===== config.mk =====
export PLATFORM = sky130hd
export DESIGN_NAME = ssaseq_top
export DESIGN_NICKNAME = d
export VERILOG_FILES = /design/src/logic/ssaseq_pkg.sv /design/src/logic/ssaseq_conv_timer.sv /design/src/logic/ssaseq_result_mem.sv /design/src/logic/ssaseq_top.sv
export SDC_FILE = /design/constraint.sdc
export NUM_CORES = 1
export LEC_CHECK = 0
export BUFFER_PORTS_ARGS = -buffer_cell sky130_fd_sc_hd__buf_2
export CAP_MARGIN = 20
export CELL_PAD_IN_SITES_DETAIL_PLACEMENT = 1
export CELL_PAD_IN_SITES_GLOBAL_PLACEMENT = 2
export CORE_MARGIN = 2
export CORE_UTILIZATION = 37
export CTS_CLUSTER_DIAMETER = 100
export DETAILED_ROUTE_END_ITERATION = 8
export PLACE_DENSITY = 0.85
export SETUP_SLACK_MARGIN = 0.02
export SYNTH_ARGS = -nofsm -noshare
export SYNTH_HDL_FRONTEND = slang
export SYNTH_SLANG_ARGS = --single-unit

===== constraint.sdc =====
create_clock -name ref_clk_in -period 5.4 [get_ports ref_clk_in]
set_input_delay 0.27 -clock ref_clk_in [delete_from_list [all_inputs] [get_ports ref_clk_in]]
set_output_delay 0.27 -clock ref_clk_in [all_outputs]
set_load 0.005 [all_outputs]

===== src/logic/ssaseq_pkg.sv =====
// Behaviour
// - trigger rise holds all four, starts sequence
// - select source 0 uses pins, 1 mask
// - host write on data lines loads mask
// - selection latched at trigger rise only
// - busy high for sequence, tracking afterwards
// - internal timing unless clock source high
// - done output marks each channel conversion
// - results read over 12-bit bus
// - each selected channel takes 1.65 us on internal timing
// - unselected channels are skipped entirely
// - selected channels convert in ascending order
// - mask bit 0 is channel 1
// - single low pulse per conversion end
`default_nettype none
package ssaseq_pkg;
  localparam int NUM_CH = 4;
  localparam int DATA_W = 12;
  localparam int IDX_W = 2;
  localparam int CNT_W = 9;
  localparam int ADDR_W = 4;
  localparam int REG_W = 32;

  // timing, figures in their own units, counts derived from the clock
  localparam real CLK_PERIOD_NS = 4.0;
  localparam real CONV_TIME_US = 1.65;
  localparam real ACQ_TIME_US = 0.35;
  localparam int CONV_CYCLES =
    int'($ceil(CONV_TIME_US * 1000.0 / CLK_PERIOD_NS));
  localparam int ACQ_CYCLES =
    int'($ceil(ACQ_TIME_US * 1000.0 / CLK_PERIOD_NS));
  localparam logic [CNT_W-1:0] CONV_CNT_LAST = CNT_W'(CONV_CYCLES - 1);
  localparam logic [CNT_W-1:0] ACQ_CNT_LAST = CNT_W'(ACQ_CYCLES - 1);
  // external clock edges per channel conversion
  localparam logic [CNT_W-1:0] EXT_CNT_LAST = 9'h00F;

  // register offsets
  localparam logic [ADDR_W-1:0] REG_STATUS = 4'h0;
  localparam logic [ADDR_W-1:0] REG_IRQ_CLEAR = 4'h4;
  localparam logic [ADDR_W-1:0] REG_IRQ_ENABLE = 4'h8;
  localparam logic [ADDR_W-1:0] REG_STATE = 4'hC;

  // status / enable / clear bit positions
  localparam int ST_SEQ_DONE = 0;
  localparam int ST_CONV_DONE = 1;
  localparam int ST_TRIG_IGNORED = 2;
  localparam int ST_READ_IN_CONV = 3;
  localparam int ST_EARLY_TRIG = 4;
  localparam int ST_W = 5;

  // state register field positions
  localparam int SF_MASK_LSB = 0;
  localparam int SF_SEL_LSB = 4;
  localparam int SF_RPTR_LSB = 8;
  localparam int SF_BUSY = 10;
  localparam int SF_ACQ_READY = 11;
  localparam int SF_FSM_LSB = 12;

  // reset values
  localparam logic [NUM_CH-1:0] MASK_RESET = 4'hF;
  localparam logic [ST_W-1:0] ENABLE_RESET = 5'h00;

  typedef enum logic [1:0] {
    SEQ_IDLE = 2'b00,
    SEQ_PICK = 2'b01,
    SEQ_CONV = 2'b11
  } ssaseq_state_t;

  typedef struct packed {
    logic cs_n;
    logic rd_n;
    logic wr_n;
  } ssaseq_par_ctrl_t;

  typedef struct packed {
    logic [ADDR_W-1:0] addr;
    logic [REG_W-1:0] wdata;
    logic wr;
    logic rd;
  } ssaseq_reg_req_t;

  typedef logic [NUM_CH-1:0][DATA_W-1:0] ssaseq_samples_t;

  // index of the lowest set bit, so channels go in ascending order
  function automatic logic [IDX_W-1:0] lowest_set(
    input logic [NUM_CH-1:0] m);
    logic [IDX_W-1:0] idx;
    idx = 2'h0;
    for (int i = NUM_CH - 1; i >= 0; i--) begin
      if (m[i]) begin
        idx = IDX_W'(i);
      end
    end
    return idx;
  endfunction
endpackage
`default_nettype wire


===== src/logic/ssaseq_conv_timer.sv =====
`default_nettype none
// times one channel conversion from the system clock or the external clock
module ssaseq_conv_timer (
  input wire logic ref_clk_in,
  input wire logic rstn_in,
  input wire logic start_in,
  input wire logic use_ext_in,
  input wire logic ext_clk_in,
  output logic done_out
);
  import ssaseq_pkg::*;

  logic running_reg, running_next;
  logic ext_mode_reg, ext_mode_next;
  logic ext_prev_reg;
  logic done_reg, done_next;
  logic [CNT_W-1:0] cnt_reg, cnt_next;
  logic tick;
  logic [CNT_W-1:0] last;

  // source is latched at start so a mid-conversion change cannot stretch it
  always_comb begin
    tick = ext_mode_reg ? (ext_clk_in & ~ext_prev_reg) : 1'b1;
    last = ext_mode_reg ? EXT_CNT_LAST : CONV_CNT_LAST;
    running_next = running_reg;
    ext_mode_next = ext_mode_reg;
    cnt_next = cnt_reg;
    done_next = 1'b0;
    if (start_in) begin
      running_next = 1'b1;
      ext_mode_next = use_ext_in;
      cnt_next = 9'h000;
    end else if (running_reg && tick) begin
      if (cnt_reg == last) begin
        running_next = 1'b0;
        done_next = 1'b1;
      end else begin
        cnt_next = cnt_reg + 9'h001;
      end
    end
  end

  // timer state
  always_ff @(posedge ref_clk_in) begin
    if (!rstn_in) begin
      running_reg <= 1'b0;
      ext_mode_reg <= 1'b0;
      ext_prev_reg <= 1'b0;
      done_reg <= 1'b0;
      cnt_reg <= 9'h000;
    end else begin
      running_reg <= running_next;
      ext_mode_reg <= ext_mode_next;
      ext_prev_reg <= ext_clk_in;
      done_reg <= done_next;
      cnt_reg <= cnt_next;
    end
  end

  assign done_out = done_reg;
endmodule
`default_nettype wire


===== src/logic/ssaseq_result_mem.sv =====
`default_nettype none
// four result words; read data always come out of a register
module ssaseq_result_mem (
  input wire logic ref_clk_in,
  input wire logic rstn_in,
  input wire logic wr_en_in,
  input wire logic [ssaseq_pkg::IDX_W-1:0] waddr_in,
  input wire logic [ssaseq_pkg::DATA_W-1:0] wdata_in,
  input wire logic [ssaseq_pkg::IDX_W-1:0] raddr_in,
  output logic [ssaseq_pkg::DATA_W-1:0] rdata_out
);
  import ssaseq_pkg::*;

  logic [DATA_W-1:0] mem_reg [NUM_CH];
  logic [DATA_W-1:0] rdata_reg;

  // storage has no reset, a read before the first sequence is stale
  always_ff @(posedge ref_clk_in) begin
    if (wr_en_in) begin
      mem_reg[waddr_in] <= wdata_in;
    end
  end

  // registered read port
  always_ff @(posedge ref_clk_in) begin
    if (!rstn_in) begin
      rdata_reg <= 12'h000;
    end else begin
      rdata_reg <= mem_reg[raddr_in];
    end
  end

  assign rdata_out = rdata_reg;
endmodule
`default_nettype wire


===== src/logic/ssaseq_top.sv =====
`default_nettype none
// four-channel simultaneous sampling sequencer with parallel read port
module ssaseq_top (
  input wire logic ref_clk_in,
  input wire logic rstn_in,
  input wire logic sample_trigger_in,
  input wire logic [ssaseq_pkg::NUM_CH-1:0] hw_channel_select_in,
  input wire logic select_source_in,
  input wire logic clock_source_select_in,
  input wire logic external_clock_input_in,
  input wire ssaseq_pkg::ssaseq_samples_t analog_sample_in,
  input wire ssaseq_pkg::ssaseq_par_ctrl_t par_ctrl_in,
  input wire logic [ssaseq_pkg::NUM_CH-1:0] channel_mask_lines_in,
  output logic [ssaseq_pkg::DATA_W-1:0] db_out,
  output logic db_oe_out,
  output logic busy_out,
  output logic conv_done_n_out,
  output logic [ssaseq_pkg::NUM_CH-1:0] track_hold_out,
  input wire ssaseq_pkg::ssaseq_reg_req_t reg_req_in,
  output logic [ssaseq_pkg::REG_W-1:0] reg_rdata_out,
  output logic irq_out
);
  import ssaseq_pkg::*;

  // sequencer state
  ssaseq_state_t state_reg, state_next;
  logic [NUM_CH-1:0] sel_reg, sel_next;
  logic [NUM_CH-1:0] pending_reg, pending_next;
  logic [IDX_W-1:0] ch_reg, ch_next;
  logic [IDX_W-1:0] widx_reg, widx_next;
  ssaseq_samples_t hold_reg, hold_next;
  logic busy_reg, busy_next;
  logic done_n_reg, done_n_next;
  logic trig_prev_reg;
  logic trig_rise;
  logic timer_start;
  logic timer_done;
  logic mem_wr;
  logic seq_end;

  // parallel port state
  logic [NUM_CH-1:0] mask_reg, mask_next;
  logic [NUM_CH-1:0] mask_sample_reg, mask_sample_next;
  logic wr_prev_reg, rd_prev_reg;
  logic [IDX_W-1:0] rptr_reg, rptr_next;
  logic wr_act, rd_act;
  logic [DATA_W-1:0] mem_rdata;

  // acquisition tracking
  logic acq_ready_reg, acq_ready_next;
  logic [CNT_W-1:0] acq_cnt_reg, acq_cnt_next;

  // register file
  logic [ST_W-1:0] status_reg, status_next;
  logic [ST_W-1:0] enable_reg, enable_next;
  logic [REG_W-1:0] rdata_reg, rdata_next;
  logic [ST_W-1:0] status_set;
  logic [ST_W-1:0] status_clr;

  // host strobes are active low and only count under chip select
  assign wr_act = ~par_ctrl_in.cs_n & ~par_ctrl_in.wr_n;
  assign rd_act = ~par_ctrl_in.cs_n & ~par_ctrl_in.rd_n;
  assign trig_rise = sample_trigger_in & ~trig_prev_reg;

  ssaseq_conv_timer u_timer (
    .ref_clk_in(ref_clk_in),
    .rstn_in(rstn_in),
    .start_in(timer_start),
    .use_ext_in(clock_source_select_in),
    .ext_clk_in(external_clock_input_in),
    .done_out(timer_done)
  );

  ssaseq_result_mem u_mem (
    .ref_clk_in(ref_clk_in),
    .rstn_in(rstn_in),
    .wr_en_in(mem_wr),
    .waddr_in(widx_reg),
    .wdata_in(hold_reg[ch_reg]),
    .raddr_in(rptr_reg),
    .rdata_out(mem_rdata)
  );

  // sequencer: trigger latches selection and samples, then one
  // conversion per selected channel, lowest channel first
  always_comb begin
    state_next = state_reg;
    sel_next = sel_reg;
    pending_next = pending_reg;
    ch_next = ch_reg;
    widx_next = widx_reg;
    hold_next = hold_reg;
    busy_next = busy_reg;
    done_n_next = 1'b1;
    timer_start = 1'b0;
    mem_wr = 1'b0;
    seq_end = 1'b0;
    case (state_reg)
      SEQ_IDLE: begin
        // triggers while busy are ignored, the sequence is not restarted
        if (trig_rise) begin
          hold_next = analog_sample_in;
          // bit 0 of either source is channel 1
          sel_next = select_source_in ? mask_reg
                                      : hw_channel_select_in;
          pending_next = sel_next;
          widx_next = 2'h0;
          busy_next = 1'b1;
          state_next = SEQ_PICK;
        end
      end
      SEQ_PICK: begin
        if (pending_reg == 4'h0) begin
          busy_next = 1'b0;
          seq_end = 1'b1;
          state_next = SEQ_IDLE;
        end else begin
          ch_next = lowest_set(pending_reg);
          timer_start = 1'b1;
          state_next = SEQ_CONV;
        end
      end
      SEQ_CONV: begin
        if (timer_done) begin
          mem_wr = 1'b1;
          pending_next = pending_reg & ~(4'h1 << ch_reg);
          widx_next = widx_reg + 2'h1;
          done_n_next = 1'b0;
          state_next = SEQ_PICK;
        end
      end
      default: begin
        state_next = SEQ_IDLE;
        busy_next = 1'b0;
      end
    endcase
  end

  always_ff @(posedge ref_clk_in) begin
    if (!rstn_in) begin
      state_reg <= SEQ_IDLE;
      sel_reg <= 4'h0;
      pending_reg <= 4'h0;
      ch_reg <= 2'h0;
      widx_reg <= 2'h0;
      hold_reg <= '0;
      busy_reg <= 1'b0;
      done_n_reg <= 1'b1;
      trig_prev_reg <= 1'b0;
    end else begin
      state_reg <= state_next;
      sel_reg <= sel_next;
      pending_reg <= pending_next;
      ch_reg <= ch_next;
      widx_reg <= widx_next;
      hold_reg <= hold_next;
      busy_reg <= busy_next;
      done_n_reg <= done_n_next;
      trig_prev_reg <= sample_trigger_in;
    end
  end

  // parallel port: mask is taken from the lines at the end of a write,
  // read pointer steps at the end of each read
  always_comb begin
    mask_next = mask_reg;
    mask_sample_next = mask_sample_reg;
    rptr_next = rptr_reg;
    if (wr_act) begin
      mask_sample_next = channel_mask_lines_in;
    end
    if (wr_prev_reg && !wr_act) begin
      mask_next = mask_sample_reg;
    end
    if (state_reg == SEQ_IDLE && trig_rise) begin
      rptr_next = 2'h0;
    end else if (rd_prev_reg && !rd_act) begin
      rptr_next = rptr_reg + 2'h1;
    end
  end

  always_ff @(posedge ref_clk_in) begin
    if (!rstn_in) begin
      mask_reg <= MASK_RESET;
      mask_sample_reg <= 4'h0;
      wr_prev_reg <= 1'b0;
      rd_prev_reg <= 1'b0;
      rptr_reg <= 2'h0;
    end else begin
      mask_reg <= mask_next;
      mask_sample_reg <= mask_sample_next;
      wr_prev_reg <= wr_act;
      rd_prev_reg <= rd_act;
      rptr_reg <= rptr_next;
    end
  end

  // acquisition window after a sequence; only reported, since a trigger
  // that comes too early still converts, just off specification
  always_comb begin
    acq_ready_next = acq_ready_reg;
    acq_cnt_next = acq_cnt_reg;
    if (busy_reg) begin
      acq_ready_next = 1'b0;
      acq_cnt_next = 9'h000;
    end else if (!acq_ready_reg) begin
      if (acq_cnt_reg == ACQ_CNT_LAST) begin
        acq_ready_next = 1'b1;
      end else begin
        acq_cnt_next = acq_cnt_reg + 9'h001;
      end
    end
  end

  always_ff @(posedge ref_clk_in) begin
    if (!rstn_in) begin
      acq_ready_reg <= 1'b1;
      acq_cnt_reg <= 9'h000;
    end else begin
      acq_ready_reg <= acq_ready_next;
      acq_cnt_reg <= acq_cnt_next;
    end
  end

  // events into sticky status; a set in the clearing cycle wins
  always_comb begin
    status_set = '0;
    status_set[ST_SEQ_DONE] = seq_end;
    status_set[ST_CONV_DONE] = mem_wr;
    status_set[ST_TRIG_IGNORED] = trig_rise && state_reg != SEQ_IDLE;
    status_set[ST_READ_IN_CONV] = rd_act && !rd_prev_reg &&
                                  state_reg == SEQ_CONV;
    status_set[ST_EARLY_TRIG] = trig_rise && state_reg == SEQ_IDLE &&
                                !acq_ready_reg;
    status_clr = '0;
    if (reg_req_in.wr && reg_req_in.addr == REG_IRQ_CLEAR) begin
      status_clr = reg_req_in.wdata[ST_W-1:0];
    end
    status_next = (status_reg & ~status_clr) | status_set;
    enable_next = enable_reg;
    if (reg_req_in.wr && reg_req_in.addr == REG_IRQ_ENABLE) begin
      enable_next = reg_req_in.wdata[ST_W-1:0];
    end
    // read data stand only in the cycle after the strobe
    rdata_next = '0;
    if (reg_req_in.rd) begin
      case (reg_req_in.addr)
        REG_STATUS: rdata_next[ST_W-1:0] = status_reg;
        REG_IRQ_ENABLE: rdata_next[ST_W-1:0] = enable_reg;
        REG_STATE: begin
          rdata_next[SF_MASK_LSB +: NUM_CH] = mask_reg;
          rdata_next[SF_SEL_LSB +: NUM_CH] = sel_reg;
          rdata_next[SF_RPTR_LSB +: IDX_W] = rptr_reg;
          rdata_next[SF_BUSY] = busy_reg;
          rdata_next[SF_ACQ_READY] = acq_ready_reg;
          rdata_next[SF_FSM_LSB +: 2] = state_reg;
        end
        default: rdata_next = '0;
      endcase
    end
  end

  always_ff @(posedge ref_clk_in) begin
    if (!rstn_in) begin
      status_reg <= '0;
      enable_reg <= ENABLE_RESET;
      rdata_reg <= '0;
    end else begin
      status_reg <= status_next;
      enable_reg <= enable_next;
      rdata_reg <= rdata_next;
    end
  end

  // outputs; the bus is driven only while chip select and read are low
  assign db_out = mem_rdata;
  assign db_oe_out = rd_act;
  assign busy_out = busy_reg;
  assign track_hold_out = {NUM_CH{busy_reg}};
  assign conv_done_n_out = done_n_reg;
  assign reg_rdata_out = rdata_reg;
  assign irq_out = |(status_reg & enable_reg);
endmodule
`default_nettype wire


# After elaboration in Yosys (flattened, before gate mapping)
# Memories as Yosys holds them, arrays and structs flattened. A register that Yosys moved wholly into a read port is not among the register bits.
# Index checks and enable logic that the tools add are counted.
[totals]
elab_cells = 146
out_inout_bits = 52
ff_bits = 142
ram_bits = 48
n_memories = 1
inputBits = 103
[memory_table]
columns = ["memory", "depth", "word_bits", "rd", "rd_ports_with_merged_regs", "write_ports", "line_no", "rtl"]
rows = [
  ["u_mem.mem_reg", 4, 12, 1, 1, 1, "ssaseq_result_mem.sv:14", "logic [DATA_W-1:0] mem_reg [NUM_CH];"],
]
[op_classes]
shift = 1
n_eq_ne = 10
n_reduce_logical = 38
bitwise = 22
n_lt_le_gt_ge = 1
add_sub_neg = 4
mux = 40
[op_table]
columns = ["op", "count"]
rows = [
  ["12-bit binary-select mux with 2-bit select", 1],
  ["1-bit 2-to-1 mux", 19],
  ["9-bit by 1-bit adder with 9-bit output, second input constant", 2],
  ["2-bit 2-to-1 mux", 9],
  ["2-bit AND reduction", 8],
  ["5-bit one-hot mux with 3 select lines", 1],
  ["12-bit 2-to-1 mux", 1],
  ["4-bit 2-to-1 mux", 3],
  ["1-bit NOT", 12],
  ["5-bit AND", 2],
  ["1-bit logical AND", 10],
  ["9-bit by 7-bit equality test with 1-bit output, second input constant", 1],
  ["9-bit equality test", 1],
  ["9-bit 2-to-1 mux", 1],
  ["3-bit AND reduction", 3],
  ["4-bit equality test, second input constant", 2],
  ["4-bit logical NOT", 2],
  ["4-bit one-hot mux with 2 select lines", 1],
  ["2-bit nonzero test", 4],
  ["2-bit one-hot mux with 3 select lines", 1],
  ["2-bit OR reduction", 3],
  ["1-bit logical NOT", 5],
  ["5-bit 2-to-1 mux", 1],
  ["5-bit NOT", 1],
  ["other kinds (17)", 22],
]

# Depth between registers and ports, before layout
# Gate-level depths: netlist of the first run.
[logic_depth]
word_depth = 6
mapped_depth = 8
depth_no_buf = 6

# Modules after synthesis
# From an unflattened synthesis of the first run, not the netlist that was laid out.
[hier_totals]
cells_unflattened = 719
area_unflattened_um2 = 7674.9
[by_module_without_submodules]
columns = ["mod", "cells_each", "area_per_inst_um2", "seq_area_each_um2", "n_inst"]
rows = [
  ["ssaseq_top", 539, 4917.2, 2222.1, 1],
  ["ssaseq_result_mem", 108, 2092.0, 1681.6, 1],
  ["ssaseq_conv_timer", 72, 665.6, 260.2, 1],
]

# Worst setup path after synthesis of the first run
# Ideal clock, no wire load.
[synth_timing]
path_type = "reg2reg"
start = "register state_reg[0]"
end = "memory u_mem.mem_reg[1][0], enable pin"
period_less_slack_ps = 1743
n_path_buf = 2
arrival_time_ps = 1388
t_required_ps = 5045
stages_incl_launch_ff = 5
setup_time_ps = 355
path_slack_ps = 3657
cell_sequence = "dfxtp_1 -> ha_1 -> clkbuf_1 -> clkbuf_1 -> and3_1"
[synth_between]
elab_chain_cells = 4
[synth_rtl]
columns = ["item", "line_no", "rtl"]
rows = [
  ["start: declaration", "ssaseq_top.sv:26", "ssaseq_state_t state_reg, state_next;"],
  ["start signal: assignment", "ssaseq_top.sv:151", "state_reg <= state_next;"],
  ["2-bit equality test", "ssaseq_top.sv:98", "case (state_reg)"],
  ["1-bit 2-to-1 mux", "ssaseq_top.sv:98", ""],
  ["1-bit 2-to-1 mux", "ssaseq_result_mem.sv:19", "if (wr_en_in) begin"],
  ["1-bit 2-to-1 mux (not written as such)", "ssaseq_result_mem.sv:20", "mem_reg[waddr_in] <= wdata_in;"],
  ["end: declaration", "ssaseq_result_mem.sv:14", ""],
]
# Every way passes these cells.

# Final worst setup path of the first run
[layout_timing]
start = "register state_reg[1]"
end = "register hold_reg[37] in the netlist's numbering"
[layout_between]
elab_chain_cells = 2
[layout_rtl]
columns = ["item", "line_no", "rtl"]
rows = [
  ["2-bit logical NOT", "ssaseq_top.sv:98", ""],
  ["2-bit AND reduction (no line)", "-", ""],
  ["end signal: assignment", "ssaseq_top.sv:156", "hold_reg <= hold_next;"],
  ["end: declaration", "ssaseq_top.sv:31", "ssaseq_samples_t hold_reg, hold_next;"],
]
# Every way passes these cells.
# A chain may end at the register's enable or synchronous reset.

==> results of run 1 <==
-- through the flow --
| step | instances | area, sq um | hold WS [ns] | power, W |
|---|---|---|---|---|
| after global routing | 1075 | 8780 | 0.0732 | 0.00345 |
| after CTS | 1073 | 8740 | 0.0609 | 0.00331 |
| after floorplan | 720 | 7570 | 0.341 | 0.00194 |
| after global placement | 1041 | 8150 | 0.442 | 0.00205 |
| after detailed placement | 1041 | 8150 | 0.444 | 0.00208 |
| final | 1075 | 8780 | 0.0720 | 0.00329 |
-- critical path, cell delays in order (launching register included) --
cell     delay (ns)
dfxtp_1        0.34
inv_1          0.13
ha_1           0.38
and2_2         0.92
nand2_1        0.19
a21oi_1        0.18
-- cells in the mapped netlist, types with 4 or more instances --
cell type / number
inv_1: 12
clkbuf_1: 27
nor2_1: 42
o21a_1: 9
xnor2_1: 7
nor3_1: 8
a211oi_1: 9
a22oi_1: 6
nand2b_1: 6
and3_1: 4
o21ai_0: 19
mux2i_1: 18
a21boi_0: 8
xor2_1: 4
dfxtp_1: 136
nor4_1: 4
nand2_1: 120
edfxtp_1: 48
buf_2: 7
buf_4: 22
ha_1: 10
buf_1: 4
a21oi_1: 67
mux4_2: 24
nand3_1: 8
and2_1: 23
mux2_2: 5
-- cells by family (layout without fill, tap and decap cells) --
| family | count (synthesis) | in the layout | synth area share |
|---|---|---|---|
| other | 1 | 18 | 0.000500 |
| adders and majority gates | 10 | 10 | 0.0167 |
| DFF | 184 | 184 | 0.555 |
| muxes | 47 | 47 | 0.104 |
| xor gates and xnor gates | 11 | 11 | 0.0128 |
| and+or+nand+nor | 237 | 237 | 0.147 |
| AOI/OAI and AO/OA | 140 | 140 | 0.116 |
| buffers and inverters | 73 | 158 | 0.0487 |
-- final cells by class --
class	count	area (sq um)
clock buffer	19	454
clock inverter	13	131
fill	2282	11300
inverter	13	48.8
multi-input combinational	463	3040
sequential	184	4160
tap	270	338
timing repair buffer	113	608
-- routing by layer --
metal | vias up | track usage
met1 | 2631 | 0.213
met3 | 24 | 0.0338
met4 | 0 | 0.0660
met5 | - | 0
li1 | 2616 | -
met2 | 99 | 0.290
-- power groups by stage --
| stage | clock (W) | combinational (W) | sequential, W |
|---|---|---|---|
| CTS | 0.00126 | 0.000448 | 0.00160 |
| global placement | 0 | 0.000424 | 0.00162 |
| finish | 0.00124 | 0.000455 | 0.00160 |
| floorplan | 0 | 0.000355 | 0.00159 |
| global route | 0.00133 | 0.000510 | 0.00161 |
| detailed placement | 0 | 0.000446 | 0.00163 |
-- final timing paths --
path | end | from | slack [ns] | depth (start not counted)
max | hold_reg[37]$_SDFFE_PN0P_ | state_reg[1]$_SDFFE_PN0P_ | 3.17 | 5
min | rd_prev_reg$_SDFF_PN0_ | par_ctrl_in[1] | 0.07 | 2
max reg2reg | hold_reg[37]$_SDFFE_PN0P_ | state_reg[1]$_SDFFE_PN0P_ | 3.17 | 5
min reg2reg | hold_reg[35]$_SDFFE_PN0P_ | hold_reg[35]$_SDFFE_PN0P_ | 0.45 | 2
==> reports/qor.yml, run 1 <==
drv_cap: 0
cts_tree: "built"
antenna_left: 0
p_leak_nw: 3.39
min_period_ns: 2.23
yosysWarnings: 0
routed_wl_um: 17700
fp.dieW_um: 146
hold_viol: 0
fmax_ghz: 0.448
met3WireLength_um: 636
grt_pass1_wl_um: 28800
gr-total-overflow: 0
cts_max_path_buffers: 2
htreeDepth: 4
gp_congestion: 0.787
core_area_sq_um: 20000
ctsHoldBuffers: 0
synthDominantCellAreaShare: 0.363
period_share: 0.414
antenna_found_initial: 0
vias: 5370
setup_tns_ns: 0
port_buffers: 109
start_util: 0.374
postCtsSetupBuffers: 0
worst_slew_pin_slew_ns: 1.07
vias_per_cell: 5.00
synth_enable_flop_cells: 48
worstPathArrival_ns: 2.59
cts_resized: 0
holdCritPathClass: "primary input to register"
dr.pass1.iters: 4
clockPowerShare: 0.377
crit_path_start_kind: "register"
setup_ws_ns: 3.17
io_pins: 155
cp.required_ns: 5.76
clock_latency_ns: 0.43
synthArstFlopShare: 0
synth_area_leaders: "dfxtp_1, edfxtp_1, mux4_2"
synth_flop_cell: "dfxtp_1"
finalSetupViolations: 0
hpwl_um: 12600
syn_area_per_cell_sq_um: 10.7
top_layer: "met4"
rsz0062_at_grt: "false"
clk_pin_slew_worst_paths_ns: 0.07
dieArea_sq_um: 21400
fin_util: 0.438
cts_buffers: 17
met1Wirelength_um: 7960
comb_power_share: 0.138
cts.sinks: 184
die_h_um: 146
status: "finished, final reports clean"
grt_pass1_vias: 5687
grt.total_usage: 0.170
power.internal_w: 0.00238
cp_max_fo: 56
slew_headroom: 0.289
rows: 52
drtIter0Drc: 234
dp_slack_ns: 3.19
skew_ns: 0.00960
final_nets: 905
drive_above_1_share: 0.229
drc_errors: 0
yosysUniqueCellTypes: 59
diodes: 0
synth_cells: 703
synth-seq-cells: 184
mostFrequentLayoutCell: "dfxtp_1"
cts.root.buffer_cell: "clkbuf_16"
crit_type: "register to register"
p_sw_frac: 0.278
worstSetupEndpointType: "register"
mappedNetlistArea_sq_um: 7500
p_per_area_nw_per_um2: 375
max-vdd-ir-drop_uv: 295
met2WireLength_um: 8750
slew_violations: 0
synth-seq-area-share: 0.555
yosysTopAreaCell: "dfxtp_1"
wl_per_cell_um: 16.5
netSwitchingPower_w: 0.000915
grt_max_degree: 63
layout_common_cells: "dfxtp_1, nand2_1, buf_2"
syn2layout_area_growth_pct: 17.1
p_seq_frac: 0.485
Note: power is estimated with default switching activity, not from simulation.
==> run 2: changes to the inputs <==
Settings changed: ABC_AREA from default to 1, CORE_UTILIZATION 37 to 32, PLACE_DENSITY 0.85 to 0.8.
Clock period 5.4 ns to 2.2 ns, I/O delays scaled along.
==> reports/qor.yml, run 2 <==
period_share: 0.857
fmax_ghz: 0.530
yosysWarnings: 0
placed_area_sq_um: 8370
vias_per_cell: 4.59
cts_resized: 0
worstSetupEndpointType: "register"
synth_flop_cell: "dfxtp_1"
antenna_found_initial: 0
r2r-start: "state_reg[0]$_SDFFE_PN0P_"
whs_path_depth: 4
wl_per_cell_um: 14.9
diodes: 0
synth_area_leaders: "dfxtp_1, edfxtp_1, nand2_1"
dr.pass1.iters: 4
hold_path_end: "status_reg[3]$_SDFF_PN0_"
clk_pin_slew_worst_paths_ns: 0.08
p_leak_nw: 3.92
r2r_end: "hold_reg[40]$_SDFFE_PN0P_"
synth-seq-cells: 184
crit_slowest_cell: "buf_4"
ctsHoldBuffers: 66
p_per_area_nw_per_um2: 841
slew_violations: 0
syn2layout_area_growth_pct: 27.5
crit_type: "register to register"
rows: 56
hpwl_um: 13700
clock_latency_ns: 0.45
final_nets: 1173
yosysTopAreaCell: "dfxtp_1"
setup_tns_ns: 0
cts.root.buffer_cell: "clkbuf_16"
postCtsSetupBuffers: 0
crit_chain: "inv_1 -> ha_1 -> nand3_2 -> buf_4 -> o21ai_1 -> a21oi_1"
fp.dieW_um: 158
ff2ff_setup_slack_ns: 0.31
cts_max_path_buffers: 2
dp_slack_ns: 0.347
drc_errors: 0
synthArstFlopShare: 0
mappedNetlistArea_sq_um: 7550
synth_cells: 893
max-vdd-ir-drop_uv: 448
reg2reg_depth: 6
gr-total-overflow: 0
synthDominantCellAreaShare: 0.360
cts.sinks: 184
yosysUniqueCellTypes: 37
rsz0062_at_grt: "false"
start_util: 0.324
holdCritPathClass: "primary input to register"
syn_area_per_cell_sq_um: 8.46
drtIter0Drc: 228
drive_above_1_share: 0.173
grt_pass1_wl_um: 33500
worstPathArrival_ns: 2.25
critPathMaxStageDelay_ns: 0.45
status: "finished, final reports clean"
htreeDepth: 4
cp.required_ns: 2.56
crit_buf_inv: 2
dieArea_sq_um: 24900
io_pins: 155
grt_pass1_vias: 6561
drv_cap: 0
setup_ws_ns: 0.315
cp_top_family: "buffers and inverters"
fillers: 2766
slew_headroom: 0.534
cp_max_fo: 44
synth_common_cells: "nand2_1, dfxtp_1, nor2_1"
yosysMostFrequentCell: "nand2_1"
min_period_ns: 1.89
cts_buffers: 17
vias: 6394
layout_common_cells: "nand2_1, dfxtp_1, buf_2"
mostFrequentLayoutCell: "nand2_1"
power.total_w: 0.00811
skew_ns: 0.0142
core_area_sq_um: 23300
hold_viol: 0
grt_max_degree: 46
grt.total_usage: 0.174
cts_tree: "built"
synth_enable_flop_cells: 48
antenna_left: 0
crit_path_start_kind: "register"
gp_congestion: 0.749
routed_wl_um: 20800
worst_slew_pin_slew_ns: 0.693
port_buffers: 109
finalSetupViolations: 0
synth-seq-area-share: 0.551
final_area_sq_um: 9640
hold_start: "par_ctrl_in[2]"
die_h_um: 158
[run 2: layer usage]
| layer | track usage | vias to the layer above | wire length (um) |
|---|---|---|---|
| met5 | 0 | - | 0 |
| li1 | - | 3250 | - |
| met1 | 0.223 | 3036 | 9750 |
| met2 | 0.299 | 86 | 10200 |
| met4 | 0.0519 | 0 | 264 |
| met3 | 0.0312 | 22 | 573 |
[run 2: where the power goes]
group	switching, W	internal, W
registers	0.000136	0.00371
clock network	0.00154	0.00154
logic	0.000747	0.000430
total	0.00243	0.00568
[run 2: logic make-up (layout without fill, tap and decap cells)]
kind of cell | Yosys count | in the layout | share of synthesized area
AND/OR/NAND/NOR | 349 | 349 | 0.190
AO/OA/AOI/OAI | 196 | 196 | 0.141
flip-flops | 184 | 184 | 0.551
buffers and inverters | 139 | 302 | 0.0826
adder cells (fa/ha/maj) | 10 | 10 | 0.0166
XOR/XNOR | 10 | 10 | 0.0116
multiplexers | 4 | 4 | 0.00596
other | 1 | 18 | 0.000496
[run 2: worst max-delay path by stage]
stage	from	to	slack (ns)	depth (start not counted)
2_1_floorplan	state_reg[0]$_SDFFE_PN0P_	u_mem.mem_reg[0][0]$_DFFE_PP_	0.59	3
3_3_place_gp	state_reg[0]$_SDFFE_PN0P_	status_reg[4]$_SDFF_PN0_	0.40	6
3_5_place_dp	state_reg[0]$_SDFFE_PN0P_	pending_reg[1]$_SDFFE_PN0P_	0.35	7
4_1_cts	state_reg[0]$_SDFFE_PN0P_	hold_reg[19]$_SDFFE_PN0P_	0.34	6
5_1_grt	state_reg[0]$_SDFFE_PN0P_	pending_reg[1]$_SDFFE_PN0P_	0.14	7
6_report	state_reg[0]$_SDFFE_PN0P_	hold_reg[40]$_SDFFE_PN0P_	0.31	6
[run 2: final cells by class]
class,instances,area [sq um],share of cell area
Clock inverter,15,178,0.0184
Clock buffer,17,425,0.0442
Sequential cell,184,4160,0.432
Multi-Input combinational cell,587,2830,0.294
Inverter,78,293,0.0304
Timing Repair Buffer,192,1350,0.140
Tap cell,319,399,0.0414
[run 2: worst register-to-register path: stages, from the launching register on]
cell     delay (ns)
dfxtp_1        0.40
inv_1          0.10
ha_1           0.26
nand3_2        0.25
buf_4          0.45
o21ai_1        0.16
a21oi_1        0.19
[run 2: stage by stage]
stage | util | std cells | hold slack [ns]
finish | 0.413 | 1392 | 0.0127
global route | 0.413 | 1392 | 0.0396
CTS | 0.413 | 1392 | 0.00373
detailed placement | 0.359 | 1294 | 0.314
global placement | 0.359 | 1294 | 0.312
floorplan | - | 910 | 0.187
==> run 3: changes to the inputs <==
Settings changed: CORE_ASPECT_RATIO from default to 0.75, CORE_MARGIN 2 to 3, CTS_BUF_LIST from default to sky130_fd_sc_hd__clkbuf_16.
==> reports/qor.yml, run 3 (synthesis results as in run 2) <==
worstPathArrival_ns: 2.22
critPathMaxStageDelay_ns: 0.38
drv_cap: 0
antenna_left: 0
die_h_um: 139
cts_max_path_buffers: 2
fp.dieW_um: 183
io_pins: 155
dp_cells: 1279
slew_headroom: 0.564
multiInputGateArea_sq_um: 2830
syn2layout_area_growth_pct: 28.1
drc_errors: 0
mostFrequentLayoutCell: "nand2_1"
crit_slowest_cell: "nand3_2"
grt_pass1_vias: 6488
routed_wl_um: 21400
holdCritPathClass: "primary input to register"
seq_area_sq_um: 4160
min_period_ns: 1.94
power.total_w: 0.00841
dr.pass1.iters: 4
cp.required_ns: 2.48
layout_common_cells: "nand2_1, dfxtp_1, buf_2"
dp_slack_ns: 0.190
p_leak_nw: 3.96
period_share: 0.883
setup_ws_ns: 0.257
grt_max_degree: 40
gr-total-overflow: 0
cts.sinks: 184
hpwl_um: 14800
cts.root.buffer_cell: "clkbuf_16"
crit_path_start_kind: "register"
htreeDepth: 4
start_util: 0.327
cp_max_fo: 16
clk_pin_slew_worst_paths_ns: 0.07
slew_violations: 0
rows: 48
drtIter0Drc: 271
p_per_area_nw_per_um2: 869
diodes: 0
hold_viol: 0
cp_top_family: "simple AND/OR/NAND/NOR gates"
cts_tree: "built"
vias_per_cell: 4.64
fin_util: 0.418
port_buffers: 109
final_nets: 1175
core_area_sq_um: 23100
finalSetupViolations: 0
setup_tns_ns: 0
grt.total_usage: 0.170
status: "finished, final reports clean"
clock_latency_ns: 0.43
crit_type: "register to register"
rsz0062_at_grt: "false"
antenna_found_initial: 0
skew_ns: 0.0262
wl_per_cell_um: 15.6
crit_chain: "inv_1 -> ha_1 -> nand3_2 -> nor2_2 -> a21oi_2 -> o21ai_1 -> a21oi_1"
vias: 6376
worst_slew_pin_slew_ns: 0.653
grt_pass1_wl_um: 34500
fmax_ghz: 0.515
gp_congestion: 0.759
fillers: 2751
worstSetupEndpointType: "register"
final_cells: 1375
max-vdd-ir-drop_uv: 643
crit_buf_inv: 1
drive_above_1_share: 0.176
postCtsSetupBuffers: 0
cts_buffers: 17
dieArea_sq_um: 25500
==> run 3: cell count changes in the layout (fill, tap and decap cells not counted), moves of 2 or more <==
cell and delta:
buf_4 +3, bufinv_16 +4, clkinv_1 +2, clkinv_8 -4, dlygate4sd3_1 -2, inv_8 -3
==> run 3: layout make-up <==
class | instances | area share
Tap cell | 300 | 0.0388
Inverter | 78 | 0.0303
Clock buffer | 17 | 0.0440
Multi-Input combinational cell | 587 | 0.293
Clock inverter | 15 | 0.0224
Sequential cell | 184 | 0.430
Timing Repair Buffer | 194 | 0.141
==> run 3: tightest hold or removal path, cell delays in order <==
cell and delay [ns]:
buf_2 0.10, o21ai_1 0.08, a21oi_1 0.11
==> run 3: where the power goes <==
| group | internal, W | switching (W) |
|---|---|---|
| combinational | 0.000459 | 0.000761 |
| clock | 0.00193 | 0.00141 |
| sequential | 0.00371 | 0.000132 |
==> run 3: repair_timing <==
action | in CTS | in global routing
hold buffers | 64 | 0
endpoints found under the hold margin | 63 | 0
gates resized for setup | 0 | 1
setup endpoints to repair | 0 | 4
==> run 3: routing by layer <==
layer | up-vias | share of wire | global-route usage
li1 | 3251 | - | -
met1 | 3008 | 0.52 | 0.249
met2 | 109 | 0.44 | 0.258
met3 | 8 | 0.033 | 0.0338
met4 | 0 | 0.0068 | 0.0421
met5 | - | 0 | 0
==> run 3: path summary, 6_finish.rpt <==
| check | startpoint | end | slack [ns] | cells after the start |
|---|---|---|---|---|
| worst max-delay path | state_reg[0]$_SDFFE_PN0P_ | pending_reg[3]$_SDFFE_PN0P_ | 0.26 | 7 |
| worst min-delay path | analog_sample_in[36] | hold_reg[36]$_SDFFE_PN0P_ | 0.01 | 3 |
| worst max register to register | state_reg[0]$_SDFFE_PN0P_ | pending_reg[3]$_SDFFE_PN0P_ | 0.26 | 7 |
| worst min register to register | hold_reg[33]$_SDFFE_PN0P_ | hold_reg[33]$_SDFFE_PN0P_ | 0.46 | 2 |
==> run 3: stage by stage <==
stage,cell area [sq um],hold slack (ns)
floorplan,7620,0.187
global placement,8390,0.303
detailed placement,8390,0.307
CTS,9670,0.0000957
global route,9680,0.00998
finish,9680,0.0139
